$ cat src/rtl/core_flag_defs.vh
// constants for the core flag and status register bank
// assumes byte addressing on a 32-bit AHB-Lite bus, one register per word
`ifndef CORE_FLAG_DEFS_VH
`define CORE_FLAG_DEFS_VH

// register byte offsets (low address bits of haddr)
`define ADDR_CORE_FLAG_STATUS 8'h00
`define ADDR_ARITH_UNIT_CTRL0 8'h04
`define ADDR_CLK_SYNTH_CONFIG 8'h08
`define ADDR_BITIO_CONTROL 8'h0C
`define ADDR_IRQ_STATUS 8'h10
`define ADDR_IRQ_CLEAR 8'h14
`define ADDR_IRQ_ENABLE 8'h18

// core flag and status bit positions
`define BIT_STANDBY_REQ 15
`define BIT_DEBUG_OUT_FULL 9
`define BIT_DEBUG_IN_EMPTY 8
`define BIT_DEBUG_CONTINUE 7
`define BIT_SYNTH_LOCK 6
`define BIT_DMA_CH1_PEND 5
`define BIT_DMA_CH0_PEND 4
`define BIT_SOME_MISMATCH 3
`define BIT_SOME_MATCH 2
`define BIT_NONE_MATCH 1
`define BIT_ALL_MATCH 0

// bit-I/O control fields: pattern [7:0], test select [15:8]
`define BITIO_PATTERN_LSB 0
`define BITIO_TEST_SEL_LSB 8

// interrupt status bit positions
`define IRQ_LOCK_GAINED 0
`define IRQ_DMA_CH0_DONE 1
`define IRQ_DMA_CH1_DONE 2
`define IRQ_DEBUG_IN_FILLED 3
`define IRQ_DEBUG_OUT_DRAINED 4
`define IRQ_COUNT 5

// reset values
`define RST_STANDBY 1'h0
`define RST_ARITH_UNIT_CTRL0 16'h0000
`define RST_CLK_SYNTH_CONFIG 16'h0000
`define RST_BITIO_CONTROL 16'h0000
`define RST_IRQ 5'h00

`endif

$ cat src/rtl/core_flag_status_register.v
// core flag and status register bank with an AHB-Lite slave port
// assumes a single AHB-Lite master, word transfers, inputs synchronous
// to hclk; debug, synthesizer, DMA and bit-I/O units sit outside
//
// Function
// RL1 - writing 1 to bit 15 requests low-power standby and 0 means not standby.
// RL2 - reset clears only the standby bit and no other flag bit.
// RL3 - bit 9 is 1 while the debug output buffer holds an untaken word.
// RL4 - bit 8 is 1 while the debug input buffer is empty.
// RL5 - bit 6 is 1 while the clock synthesizer is phase-locked.
// RL6 - a write to the synthesizer config clears the lock flag until relock.
// RL7 - bits 5 and 4 are 1 while DMA channel 1 or 0 has output pending.
// RL8 - the two DMA pending bits ignore software writes.
// RL9 - bit 0 is 1 when all tested inputs match, none are tested or all are outputs.
// RL10 - bit 1 is 1 when no tested input matches, none are tested or all are outputs.
// RL11 - bit 2 is always the inverse of bit 1.
// RL12 - bit 3 is always the inverse of bit 0.
// RL13 - the four bit-I/O flags are recomputed on every clock.
//
// The register offsets and register access over AHB-Lite were left to the implementer.
`timescale 1ns/10ps
`default_nettype none
`include "core_flag_defs.vh"

module core_flag_status_register #(
	parameter BITIO_WIDTH = 8
) (
	input wire hclk, // bus and core clock
	input wire hresetn, // asynchronous reset, active low
	input wire hsel, // slave select
	input wire [31:0] haddr, // byte address
	input wire [1:0] htrans, // transfer type
	input wire hwrite, // 1 = write
	input wire [2:0] hsize, // transfer size, word only
	input wire [31:0] hwdata, // write data
	input wire hready, // bus ready
	output wire hreadyout, // slave ready
	output wire hresp, // always OKAY
	output wire [31:0] hrdata, // read data
	output wire standby_req, // core standby request level
	input wire wake_event, // pulse: core leaves standby
	input wire debug_out_buffer_full, // debug output word untaken
	input wire debug_in_buffer_empty, // debug input side empty
	input wire debug_continue_flag, // debug continue level
	input wire synth_locked, // synthesizer lock level
	output wire [15:0] synth_config, // synthesizer configuration
	output wire synth_config_wr, // pulse: configuration written
	input wire dma_ch0_output_pending, // channel 0 output busy
	input wire dma_ch1_output_pending, // channel 1 output busy
	input wire [BITIO_WIDTH-1:0] bit_io_port, // bit-I/O pin levels
	input wire [BITIO_WIDTH-1:0] bitio_dir_out, // 1 = pin is output
	output wire [15:0] arith_unit_control_0, // arithmetic control word
	output wire irq // level interrupt
);

	// bus state machine, one-hot
	localparam [3:0] ST_IDLE = 4'h1;
	localparam [3:0] ST_WRITE = 4'h2;
	localparam [3:0] ST_RD_WAIT = 4'h4;
	localparam [3:0] ST_RD_DONE = 4'h8;

	reg [3:0] state_reg;
	reg [3:0] state_next;
	reg [7:0] addr_reg;
	reg [7:0] addr_next;
	reg [31:0] hrdata_reg;

	reg standby_reg;
	reg relock_pend_reg;
	reg lock_prev_reg;
	reg [15:0] arith_unit_control_0_reg;
	reg [15:0] synth_cfg_reg;
	reg [15:0] bitio_ctrl_reg;
	reg [3:0] cond_reg;
	reg [3:0] cond_next;
	reg [`IRQ_COUNT-1:0] irq_status_reg;
	reg [`IRQ_COUNT-1:0] irq_status_next;
	reg [`IRQ_COUNT-1:0] irq_enable_reg;
	reg dma0_prev_reg;
	reg dma1_prev_reg;
	reg din_empty_prev_reg;
	reg dout_full_prev_reg;

	wire take;
	wire wr_now;
	wire lock_flag;
	wire all_match;
	wire none_match;
	wire [15:0] flag_word;
	wire [`IRQ_COUNT-1:0] irq_event;
	wire [`IRQ_COUNT-1:0] irq_clear;
	wire wr_flag_word;
	wire wr_synth_cfg;
	wire wr_irq_clear;
	wire lock_rise;
	wire rd_wait;
	reg [31:0] read_mux;

	assign take = hsel & hready & htrans[1];
	assign wr_now = state_reg[1];
	assign rd_wait = state_reg[2];
	// write decodes, valid in the data phase while hwdata stands
	assign wr_flag_word = wr_now && addr_reg == `ADDR_CORE_FLAG_STATUS;
	assign wr_synth_cfg = wr_now && addr_reg == `ADDR_CLK_SYNTH_CONFIG;
	assign wr_irq_clear = wr_now && addr_reg == `ADDR_IRQ_CLEAR;
	assign lock_rise = synth_locked & ~lock_prev_reg;

	// address phase capture; hsize is not checked, word access assumed
	always @* begin
		state_next = state_reg;
		addr_next = addr_reg;
		case (state_reg)
		ST_IDLE, ST_WRITE, ST_RD_DONE: begin
			if (take) begin
				addr_next = haddr[7:0];
				if (hwrite) begin
					state_next = ST_WRITE;
				end else begin
					state_next = ST_RD_WAIT;
				end
			end else begin
				state_next = ST_IDLE;
			end
		end
		// one wait state lets a preceding write settle before the read
		ST_RD_WAIT: begin
			state_next = ST_RD_DONE;
		end
		default: begin
			state_next = ST_IDLE;
		end
		endcase
	end

	always @(posedge hclk or negedge hresetn) begin
		if (!hresetn) begin
			state_reg <= ST_IDLE;
			addr_reg <= 8'h00;
		end else begin
			state_reg <= state_next;
			addr_reg <= addr_next;
		end
	end

	// a read answers after one wait state: hreadyout drops for the
	// cycle after the address phase, and hrdata stands from the cycle after that
	assign hreadyout = ~rd_wait;
	assign hresp = 1'b0;
	assign hrdata = hrdata_reg;

	// bit-I/O conditions: test select and pattern come from the control
	bitio_condition #(
		.WIDTH(BITIO_WIDTH)
	) u_cond (
		.pins_in(bit_io_port),
		.pin_is_output(bitio_dir_out),
		.test_select(bitio_ctrl_reg[`BITIO_TEST_SEL_LSB+:BITIO_WIDTH]),
		.pattern(bitio_ctrl_reg[`BITIO_PATTERN_LSB+:BITIO_WIDTH]),
		.all_match(all_match),
		.none_match(none_match)
	);

	always @* begin
		cond_next = 4'h0;
		cond_next[`BIT_ALL_MATCH] = all_match; // RL9
		cond_next[`BIT_NONE_MATCH] = none_match; // RL10
		cond_next[`BIT_SOME_MATCH] = ~none_match; // RL11
		cond_next[`BIT_SOME_MISMATCH] = ~all_match; // RL12
	end

	// flags follow the pins every clock; no reset so they are never
	// forced by reset, and they are valid one clock after it
	always @(posedge hclk) begin
		cond_reg <= cond_next; // RL13
	end

	// lock reads low from a config write until the synthesizer relocks
	assign lock_flag = synth_locked & ~relock_pend_reg; // RL5

	always @(posedge hclk or negedge hresetn) begin
		if (!hresetn) begin
			relock_pend_reg <= 1'b0;
			// reset high so a synthesizer that stays locked through
			// reset raises no false lock-gained event afterwards
			lock_prev_reg <= 1'b1;
		end else begin
			lock_prev_reg <= synth_locked;
			if (wr_synth_cfg) begin
				relock_pend_reg <= 1'b1; // RL6
			end else if (lock_rise) begin
				relock_pend_reg <= 1'b0; // RL6
			end
		end
	end

	assign synth_config_wr = wr_synth_cfg;
	assign synth_config = synth_cfg_reg;

	// flag word as software sees it; reserved bits read zero
	assign flag_word = {standby_reg, 5'h00,
		debug_out_buffer_full, // RL3
		debug_in_buffer_empty, // RL4
		debug_continue_flag,
		lock_flag,
		dma_ch1_output_pending, // RL7
		dma_ch0_output_pending, // RL7
		cond_reg};

	// standby: software write sets or clears; a wake pulse clears, but a
	// same-cycle software write wins so a standby request is not lost
	always @(posedge hclk or negedge hresetn) begin
		if (!hresetn) begin
			standby_reg <= `RST_STANDBY; // RL2
		end else if (wr_flag_word) begin
			standby_reg <= hwdata[`BIT_STANDBY_REQ]; // RL1
		end else if (wake_event) begin
			standby_reg <= 1'b0;
		end
	end

	assign standby_req = standby_reg; // RL1

	// plain storage registers; a write to the flag word touches only the
	// standby bit, so the DMA pending bits cannot be altered
	always @(posedge hclk or negedge hresetn) begin
		if (!hresetn) begin
			arith_unit_control_0_reg <= `RST_ARITH_UNIT_CTRL0;
			synth_cfg_reg <= `RST_CLK_SYNTH_CONFIG;
			bitio_ctrl_reg <= `RST_BITIO_CONTROL;
			irq_enable_reg <= `RST_IRQ;
		end else if (wr_now) begin
			case (addr_reg)
			`ADDR_CORE_FLAG_STATUS: begin
				// pending bits are live inputs with no storage behind them,
				// so a flag-word write reaches only the standby bit
				arith_unit_control_0_reg <= arith_unit_control_0_reg; // RL8
			end
			`ADDR_ARITH_UNIT_CTRL0: begin
				arith_unit_control_0_reg <= hwdata[15:0];
			end
			`ADDR_CLK_SYNTH_CONFIG: begin
				synth_cfg_reg <= hwdata[15:0];
			end
			`ADDR_BITIO_CONTROL: begin
				bitio_ctrl_reg <= hwdata[15:0];
			end
			`ADDR_IRQ_ENABLE: begin
				irq_enable_reg <= hwdata[`IRQ_COUNT-1:0];
			end
			default: begin
				arith_unit_control_0_reg <= arith_unit_control_0_reg; // RL8
			end
			endcase
		end
	end

	assign arith_unit_control_0 = arith_unit_control_0_reg;

	// interrupt events: edges of the reported flags
	always @(posedge hclk or negedge hresetn) begin
		if (!hresetn) begin
			dma0_prev_reg <= 1'b0;
			dma1_prev_reg <= 1'b0;
			din_empty_prev_reg <= 1'b0;
			dout_full_prev_reg <= 1'b0;
		end else begin
			dma0_prev_reg <= dma_ch0_output_pending;
			dma1_prev_reg <= dma_ch1_output_pending;
			din_empty_prev_reg <= debug_in_buffer_empty;
			dout_full_prev_reg <= debug_out_buffer_full;
		end
	end

	assign irq_event[`IRQ_LOCK_GAINED] = lock_rise;
	assign irq_event[`IRQ_DMA_CH0_DONE] =
		dma0_prev_reg & ~dma_ch0_output_pending;
	assign irq_event[`IRQ_DMA_CH1_DONE] =
		dma1_prev_reg & ~dma_ch1_output_pending;
	assign irq_event[`IRQ_DEBUG_IN_FILLED] =
		din_empty_prev_reg & ~debug_in_buffer_empty;
	assign irq_event[`IRQ_DEBUG_OUT_DRAINED] =
		dout_full_prev_reg & ~debug_out_buffer_full;

	assign irq_clear = wr_irq_clear ?
		hwdata[`IRQ_COUNT-1:0] : `RST_IRQ;

	// an event in the clearing cycle survives the clear
	always @* begin
		irq_status_next = (irq_status_reg & ~irq_clear) | irq_event;
	end

	always @(posedge hclk or negedge hresetn) begin
		if (!hresetn) begin
			irq_status_reg <= `RST_IRQ;
		end else begin
			irq_status_reg <= irq_status_next;
		end
	end

	assign irq = |(irq_status_reg & irq_enable_reg);

	// read mux; the clear register reads zero, unmapped reads zero
	always @* begin
		read_mux = 32'h0000_0000;
		case (addr_reg)
		`ADDR_CORE_FLAG_STATUS: begin
			read_mux[15:0] = flag_word;
		end
		`ADDR_ARITH_UNIT_CTRL0: begin
			read_mux[15:0] = arith_unit_control_0_reg;
		end
		`ADDR_CLK_SYNTH_CONFIG: begin
			read_mux[15:0] = synth_cfg_reg;
		end
		`ADDR_BITIO_CONTROL: begin
			read_mux[15:0] = bitio_ctrl_reg;
		end
		`ADDR_IRQ_STATUS: begin
			read_mux[`IRQ_COUNT-1:0] = irq_status_reg;
		end
		`ADDR_IRQ_CLEAR: begin
			read_mux = 32'h0000_0000;
		end
		`ADDR_IRQ_ENABLE: begin
			read_mux[`IRQ_COUNT-1:0] = irq_enable_reg;
		end
		default: begin
			read_mux = 32'h0000_0000;
		end
		endcase
	end

	// read data is sampled at the end of the wait cycle and then held
	always @(posedge hclk or negedge hresetn) begin
		if (!hresetn) begin
			hrdata_reg <= 32'h0000_0000;
		end else if (rd_wait) begin
			hrdata_reg <= read_mux;
		end
	end

endmodule

`default_nettype wire

$ cat src/rtl/bitio_condition.v
// bit-I/O pattern compare: derives all-match and none-match conditions
// assumes pin, direction and select inputs are synchronous to the clock
`timescale 1ns/10ps
`default_nettype none

module bitio_condition #(
	parameter WIDTH = 8
) (
	input wire [WIDTH-1:0] pins_in, // current pin levels
	input wire [WIDTH-1:0] pin_is_output, // 1 = pin driven as output
	input wire [WIDTH-1:0] test_select, // 1 = pin takes part in test
	input wire [WIDTH-1:0] pattern, // expected levels
	output wire all_match, // every tested input equals pattern
	output wire none_match // no tested input equals pattern
);

	wire [WIDTH-1:0] tested;
	wire [WIDTH-1:0] differs;

	// outputs never count as tested, so all-output gives an empty test set
	assign tested = test_select & ~pin_is_output;
	assign differs = (pins_in ^ pattern) & tested;
	// an empty test set makes both conditions true
	assign all_match = ~|differs; // RL9
	assign none_match = ~|(~(pins_in ^ pattern) & tested); // RL10

endmodule

`default_nettype wire

$ cat config.mk
export PLATFORM = sky130hd
export DESIGN_NAME = core_flag_status_register
export DESIGN_NICKNAME = d
export VERILOG_FILES = /design/src/rtl/core_flag_status_register.v /design/src/rtl/bitio_condition.v
export VERILOG_INCLUDE_DIRS = /design/src /design/src/rtl
export SDC_FILE = /design/constraint.sdc
export NUM_CORES = 1
export LEC_CHECK = 0
export ABC_AREA = 0
export BUFFER_PORTS_ARGS = -buffer_cell sky130_fd_sc_hd__buf_2
export CAP_MARGIN = 0
export CORE_MARGIN = 4
export CORE_UTILIZATION = 45
export DETAILED_ROUTE_END_ITERATION = 10
export PLACE_DENSITY_LB_ADDON = 0.12
export SLEW_MARGIN = 20
export SYNTH_ARGS = -nofsm -noshare
export SYNTH_HDL_FRONTEND = slang
export SYNTH_SLANG_ARGS = --single-unit
$ cat constraint.sdc
create_clock -name hclk -period 3.1 [get_ports hclk]
set_input_delay 0.155 -clock hclk [delete_from_list [all_inputs] [get_ports hclk]]
set_output_delay 0.155 -clock hclk [all_outputs]
set_load 0.01 [all_outputs]
# [Yosys cells after proc, flatten, opt, wreduce, memory -nomap -nowiden]
# Cells that the tools add are included.
[classes] n_mux=10 eq_ne=10 n_reduce_logical=17 n_bitwise=25
[op_table] cell="$pmux W11 S4" count=1
[op_table] cell="$pmux W5 S6" count=1
[op_table] cell="$and A8 B8 Y8" count=3
[op_table] cell="$eq A8 B5 Y1 const B" count=3
[op_table] cell="$eq A8 B4 Y1 const B" count=2
[op_table] cell="$not A8 Y8" count=2
[op_table] cell="$reduce_or A8 Y1" count=2
[op_table] cell="$and A5 B5 Y5" count=2
[op_table] cell="$reduce_and A2 Y1" count=5
[op_table] cell="$and A1 B1 Y1" count=8
[op_table] cell="$eq A8 B3 Y1 const B" count=1
[op_table] cell="$logic_not A8 Y1" count=1
[op_table] cell="$pmux W4 S2" count=1
[op_table] cell="$xor A8 B8 Y8" count=1
[op_table] cell="$not A1 Y1" count=7
[op_table] cell="$mux W5" count=1
[op_table] cell="$not A5 Y5" count=1
[op_table] cell="$or A5 B5 Y5" count=1
[op_table] cell="$reduce_or A5 Y1" count=1
[op_table] cell="$eq A4 B1 Y1 const B" count=1
[op_table] cell="$eq A4 B2 Y1 const B" count=1
[op_table] cell="$eq A4 B3 Y1 const B" count=1
[op_table] cell="$eq A4 B4 Y1 const B" count=1
[op_table] cell="$mux W1" count=4
[op_table] cell="6 further kinds" count=10
[totals] wordCells=78 register_bits=97 input_bits=97

# [Longest topological paths before layout]
# Gate-level depths: netlist of run 1.
[logic_depth] word_depth=6 depth_mapped=7 mapped_depth_nobuf=5

# [Cells and area by module]
# Synthesis of run 1 repeated with hierarchy kept, for this count alone.
[unflattened] cells_unflattened=362 area_unflattened_um2=4539.4
[modules_own_cells] mod="core_flag_status_register" area_per_inst_um2=4297.9 cells_each=328 n_inst=1
[modules_own_cells] mod="bitio_condition" area_per_inst_um2=241.5 cells_each=34 n_inst=1

# [Worst setup path after synthesis of run 1]
# No wires, ideal clock.
[synth_timing] path_kind="register to register" startpoint="register addr_reg[4]" endpoint="register bitio_ctrl_reg[0]" period_less_slack_ns=1.719 arrival_time_ns=1.594 path_stages_with_launch=8 slack_ns=1.381 path_buffers=3 setup_time_ns=0.125 path_cell_list="dfrtp_1 buf_6 nor3_4 and3_1 buf_6 nand3_4 buf_6 mux2_4"
[synth_via] elab_chain_cells=2
[synth_lines] element="from (decl)" line="core_flag_status_register.v:64" text="reg [7:0] addr_reg;"
[synth_lines] element="from (signal assigned)" line="core_flag_status_register.v:141" text="addr_reg <= addr_next;"
[synth_lines] element="$eq A8 B4 Y1" line="core_flag_status_register.v:232" text="case (addr_reg)"
[synth_lines] element="$reduce_and A2 Y1 (no source line)"
[synth_lines] element="to (signal assigned)" line="core_flag_status_register.v:229" text="bitio_ctrl_reg <= `RST_BITIO_CONTROL;"
[synth_lines] element="to (signal assigned)" line="core_flag_status_register.v:245" text="bitio_ctrl_reg <= hwdata[15:0];"
[synth_lines] element="to (decl)" line="core_flag_status_register.v:73" text="reg [15:0] bitio_ctrl_reg;"
# No other way between the ends.
# A chain may end at the register's enable or synchronous reset.

# [Worst setup path after layout of run 1]
[layout_timing] startpoint="register addr_reg[2]" endpoint="output port synth_config_wr"
[layout_via] elab_chain_cells=2
[layout_lines] element="$eq A8 B4 Y1"
[layout_lines] element="$logic_and A1 B1 Y1 (no source line)"
[layout_lines] element="to (decl)" line="core_flag_status_register.v:47" text="output wire synth_config_wr,"
# No other way between the ends.

==> run_results.csv, run 1 <==
group,metric,value,unit
timing,fin_crit_sh,78.5,%
die,fp.dieH,109,um
cells_and_area,stdcell_area,5420,um2
worst_hold_path,min_path_type,"input port to register",
timing,tns,0,ns
cells_and_area,utilization,54.9,%
cells_and_area,layout.cells.non_filler,614,
timing,setup_viol,0,
detailed_routing,vias,3238,
setup_path,arrival,2.28,ns
timing,tightest_slew,1.10,ns
setup_path,r2r_cells,4,
clock_tree,path_clk_slew,0.09,ns
setup_path,reg2reg_to,"bitio_ctrl_reg[2]$_DFFE_PN0P_",
detailed_routing,ant_nets,0,
setup_path,worst_ep_required_time,2.94,ns
die,core_area,9860,um2
synthesis,syn_inst,366,
place,hpwl,8.20,mm
power_and_ir_drop,powerDensity,537,nW/um2
timing,clock_skew,0.00871,ns
timing,worst_hold_slack,0.0182,ns
die,fp.dieW,109,um
worst_hold_path,hold_depth,2,
clock_tree,worstSkewPairLatency,0.36,ns
cells_and_area,final_common_cell,"buf_2",
synthesis,synth_edf_count,0,
setup_path,crit_type,"register to primary output",
clock_tree,cts-root-buf,"clkbuf_8",
grt,grt_pass1_vias,3357,
synthesis,async_flop_share,95.9,%
run_status,status,"finished, final reports clean",
clock_tree,cts_tree,"built",
cells_and_area,drive_above_1_share,42.0,%
power_and_ir_drop,internal_power,2.03,mW
synthesis,synth_ff_type,"dfrtp_1",
detailed_routing,wl_per_cell,18.9,um
power_and_ir_drop,vdd_drop_max,0.296,mV
cells_and_area,mostFrequentLayoutCells,"buf_2 (103), dfrtp_1 (91), mux2_2 (58), conb_1 (17)",
timing,fmax,0.411,GHz
cells_and_area,fin_nets,573,
place,dpl_cell_area,5140,um2
timing,grt_setup_unrepaired,"no",
timing,final_hold_viol_count,0,
clock_tree,cts_buffer_depth,2,
timing,maxSlewViolCount,0,
place,routabilityCongestion,0.798,
die,start_util,46.5,%
cells_and_area,antennaDiodeCount,0,
cells_and_area,area_delta_synth_final,18.1,%
grt,grt_first_pass_wirelength,18.1,mm
power_and_ir_drop,swShare,30.1,%
grt,antenna_found_initial,0,
grt,grt.total_usage,20.3,%
grt,grt_max_degree,54,
synthesis,yosysSeqAreaShare,52.5,%
worst_hold_path,min_from,"haddr[1]",
clock_tree,numClockSinks,97,
power_and_ir_drop,power.share.clock,29.2,%
detailed_routing,viasPerCell,5.27,
detailed_routing,drtIter0Drc,171,
detailed_routing,firstDrtPassIters,4,
job,cap_violations,0,
die,ios,166,
synthesis,ys_ff_latch,97,
die,dieArea,11900,um2
power_and_ir_drop,leakage,2.60,nW
worst_hold_path,holdPathEnd,"addr_reg[1]$_DFFE_PN0P_",
die,fp-row-count,36,
timing,fin_crit,2.43,ns
clock_tree,numCtsBuffers,9,
place,dp.cells,591,
setup_path,worstReg2RegStart,"addr_reg[4]$_DFFE_PN0P_",
synthesis,synth.cell_area,4590,um2
place,port_buffers,104,
detailed_routing,wl,11.6,mm
detailed_routing,drc,0,
setup_path,regToRegSetupSlack,0.88,ns
synthesis,ys_warn_count,0,
power_and_ir_drop,pwr-share-comb,20.8,%
setup_path,startpoint_type,"register",
synthesis,ys_types,46,
clock_tree,cts_setup_buffers,0,
power_and_ir_drop,p_seq_share,50.0,%
setup_path,endpoint_kind,"primary output",
clock_tree,h-tree-depth,3,
power_and_ir_drop,netSwitchingPower,0.875,mW
synthesis,syn_avg_cell_area,12.5,um2
timing,max_slew_margin,26.8,%
grt,gr-total-overflow,0,
setup_path,worst-path-max-fanout,18,
[how the worst max path moves through the flow]
stage / start / end / slack [ns]
after global routing: addr_reg[2]$_DFFE_PN0P_ / synth_config_wr / 0.55
after CTS: addr_reg[2]$_DFFE_PN0P_ / synth_config_wr / 0.62
after floorplan: addr_reg[4]$_DFFE_PN0P_ / bitio_ctrl_reg[0]$_DFFE_PN0P_ / 1.38
final: addr_reg[2]$_DFFE_PN0P_ / synth_config_wr / 0.67
after detailed placement: addr_reg[4]$_DFFE_PN0P_ / bitio_ctrl_reg[2]$_DFFE_PN0P_ / 0.89
after global placement: addr_reg[4]$_DFFE_PN0P_ / bitio_ctrl_reg[2]$_DFFE_PN0P_ / 0.91
[logic make-up after synthesis]
group	synth area share, %
flip-flops	52.5
XOR/XNOR	1.72
buffers and inverters	6.33
multiplexers	21.0
AND/OR/NAND/NOR	8.24
other	0.0817
AO/OA/AOI/OAI	10.1
[Yosys cell counts, drive strengths merged (6+ instances only)]
cell      n  area share [%]
inv      13             1.1
nand2b   13             1.8
buf      28             4.7
dfrtp    91              50
a21oi     8            0.87
a221oi    6             1.1
nor2     11            0.90
o2bb2ai  14             2.7
mux2i    16             3.5
mux2     68              18
clkbuf    6            0.49
o21ai    12             1.3
xor2      9             1.7
a22oi     7             1.1
nand2    18             1.8
[power groups by stage]
| stage | clock, mW | combinational [mW] | sequential, mW |
|---|---|---|---|
| 2_1_floorplan | 0 | 0.397 | 1.47 |
| 3_3_place_gp | 0 | 0.596 | 1.48 |
| 4_1_cts | 0.867 | 0.612 | 1.46 |
| 3_5_place_dp | 0 | 0.602 | 1.48 |
| 6_report | 0.850 | 0.604 | 1.45 |
| 5_1_grt | 0.917 | 0.664 | 1.47 |
[cell type report]
type | instances | area [um2]
tap | 133 | 166
fill | 867 | 4440
clock inverter | 6 | 67.6
clock buffer | 10 | 138
sequential | 97 | 2410
inverter | 14 | 52.6
multi-input combinational | 237 | 1950
timing repair buffer | 117 | 638
[per-stage QoR]
| stage | worst slack (ns) | total power [mW] |
|---|---|---|
| after global placement | 0.907 | 2.07 |
| after CTS | 0.618 | 2.94 |
| after floorplan | 1.38 | 1.87 |
| final | 0.665 | 2.91 |
| after global routing | 0.553 | 3.05 |
| after detailed placement | 0.892 | 2.08 |
[critical path, cell delays in order (launching register included)]
cell and delay, ns:
dfrtp_1 0.43, nor2b_1 0.86, nand2_4 0.38, inv_1 0.11, buf_2 0.14
[metal layers]
| metal | track usage [%] | part of all wire [%] | up-vias |
|---|---|---|---|
| met5 | 0 | 0 | - |
| met4 | 6.85 | 1.9 | 0 |
| met3 | 4.68 | 6.4 | 16 |
| met2 | 32.2 | 47 | 107 |
| met1 | 27.6 | 45 | 1608 |
| li1 | - | - | 1507 |
[repair_timing]
action                                  in CTS  in global routing
endpoints found under the setup margin       0                  0
hold buffers                                 7                  0
endpoints found under the hold margin       56                  0
resized for setup                            0                  0
Note: power is estimated with default switching activity, not from simulation.
==> run 2: changes to the inputs <==
- clock period: 3.1 -> 2.5 ns (I/O delays scaled with it)
==> run_results.csv, run 2 (synthesized netlist as in run 1, its figures left out) <==
group,metric,value,unit
power_and_ir_drop,vdd_drop_max,0.283,mV
timing,worst_slack,0.412,ns
cells_and_area,drive_above_1_share,42.4,%
clock_tree,h-tree-depth,3,
cells_and_area,regArea,2410,um2
clock_tree,cts-root-buf,"clkbuf_8",
timing,clock_skew,0.0146,ns
setup_path,critical-path-max-stage-delay,0.47,ns
place,dp.cells,598,
grt,grt_first_pass_wirelength,18.2,mm
job,cap_violations,0,
cells_and_area,area_delta_synth_final,20.9,%
timing,maxSlewViolCount,0,
cells_and_area,final_common_cell,"buf_2",
power_and_ir_drop,swShare,30.1,%
clock_tree,path_clk_slew,0.10,ns
setup_path,path_buf_inv,2,
detailed_routing,vias,3318,
place,pre_cts_ws,0.391,ns
detailed_routing,drc,0,
clock_tree,cts_buffer_depth,2,
die,ios,166,
timing,fin_crit_sh,83.5,%
cells_and_area,layout.cells.non_filler,628,
timing,fmax,0.479,GHz
timing,final_hold_viol_count,0,
worst_hold_path,min_path_type,"input port to register",
place,port_buffers,104,
die,fp-row-count,36,
detailed_routing,ant_nets,0,
cells_and_area,mostFrequentLayoutCells,"buf_2 (103), dfrtp_1 (91), mux2_2 (58), conb_1 (17)",
detailed_routing,viasPerCell,5.28,
cells_and_area,fin_nets,587,
die,fp.dieH,109,um
run_status,status,"finished, final reports clean",
setup_path,startpoint_type,"register",
detailed_routing,drtIter0Drc,153,
cells_and_area,antennaDiodeCount,0,
timing,tns,0,ns
grt,antenna_found_initial,0,
timing,grt_setup_unrepaired,"no",
place,routabilityCongestion,0.811,
setup_path,path_cells,"nor3_4, and3_1, nand2_4, inv_1, buf_2",
power_and_ir_drop,p_seq_share,49.5,%
setup_path,cpLargestDelayFamily,"simple AND/OR/NAND/NOR gates",
grt,grt.total_usage,20.4,%
cells_and_area,multi_input_area,1950,um2
setup_path,critPathSlowestCell,"dfrtp_1",
detailed_routing,firstDrtPassIters,6,
power_and_ir_drop,powerDensity,656,nW/um2
place,hpwl,8.50,mm
detailed_routing,wl,11.7,mm
cells_and_area,utilization,56.2,%
setup_path,worst_ep_required_time,2.38,ns
clock_tree,numClockSinks,97,
clock_tree,worstSkewPairLatency,0.37,ns
grt,grt_pass1_vias,3485,
setup_path,arrival,1.96,ns
grt,gr-total-overflow,0,
die,start_util,46.5,%
power_and_ir_drop,internal_power,2.55,mW
die,fp.dieW,109,um
grt,grt_max_degree,46,
die,dieArea,11900,um2
setup_path,crit_type,"register to primary output",
power_and_ir_drop,pwr-share-comb,21.5,%
setup_path,worst-path-max-fanout,18,
setup_path,endpoint_kind,"primary output",
place,dpl_cell_area,5200,um2
timing,fin_crit,2.09,ns
detailed_routing,wl_per_cell,18.6,um
clock_tree,numCtsBuffers,9,
timing,max_slew_margin,54.5,%
power_and_ir_drop,netSwitchingPower,1.09,mW
timing,tightest_slew,0.681,ns
timing,setup_viol,0,
cells_and_area,stdcell_area,5550,um2
clock_tree,cts_tree,"built",
power_and_ir_drop,power.share.clock,29.1,%
power_and_ir_drop,leakage,2.65,nW
cells_and_area,fillers,889,
die,core_area,9860,um2
[run 2: changes by cell type in the layout (fill, tap and decap cells not counted)]
cell           change
buf_4              +7
clkinv_2           -1
clkinv_4           -2
clkinvlp_4         +3
dlygate4sd3_1      +7
nor2b_1            -1
nor2b_2            +1
[run 2: worst paths after layout]
path / startpoint / endpoint / slack [ns] / cells past startpoint
min reg2reg: hrdata[7]$_DFFE_PN0P_ / hrdata[7]$_DFFE_PN0P_ / 0.49 / 1
min in group asynchronous: hresetn / irq_status_reg[0]$_DFF_PN0_ / 0.32 / 2
min: hwdata[13] / arith_unit_control_0[13]$_DFFE_PN0P_ / 0.01 / 2
max: addr_reg[1]$_DFFE_PN0P_ / synth_config_wr / 0.41 / 5
max in group asynchronous: hresetn / synth_config[6]$_DFFE_PN0P_ / 1.47 / 3
max reg2reg: addr_reg[2]$_DFFE_PN0P_ / arith_unit_control_0[5]$_DFFE_PN0P_ / 0.54 / 3
[run 2: layer usage]
layer  vias up  part of all wire (%)  GRT usage, %
li1       1535                     -             -
met1      1669                    44          27.2
met2       104                    48          33.0
met3        10                   6.1          4.80
met4         0                   1.3          6.67
met5         -                     0             0
[run 2: final cells by class]
type | count | share of cell area, %
flip-flops and latches | 97 | 43.5
multi-input cells | 237 | 35.2
repair buffers | 131 | 13.7
well taps | 133 | 3.00
clock buffers | 10 | 2.48
clock inverters | 6 | 1.22
inverters | 14 | 0.948
[run 2: timing repair]
action	in CTS	in global routing
endpoints found under the hold margin	58	0
endpoints found under the setup margin	0	1
buffers inserted	0	0
resized for setup	0	1
hold buffers	14	0
[run 2: metrics by stage]
stage	hold WS, ns	total power, mW
floorplan	-0.171	2.32
global placement	0.167	2.59
detailed placement	0.166	2.61
CTS	0.00181	3.67
global route	0.00444	3.82
finish	0.0137	3.64
[run 2: power groups by stage]
stage	Combinational [mW]	Sequential (mW)	Clock, mW
floorplan	0.493	1.82	0
global placement	0.763	1.83	0
detailed placement	0.772	1.83	0
CTS	0.791	1.80	1.08
global route	0.863	1.82	1.14
finish	0.782	1.80	1.06
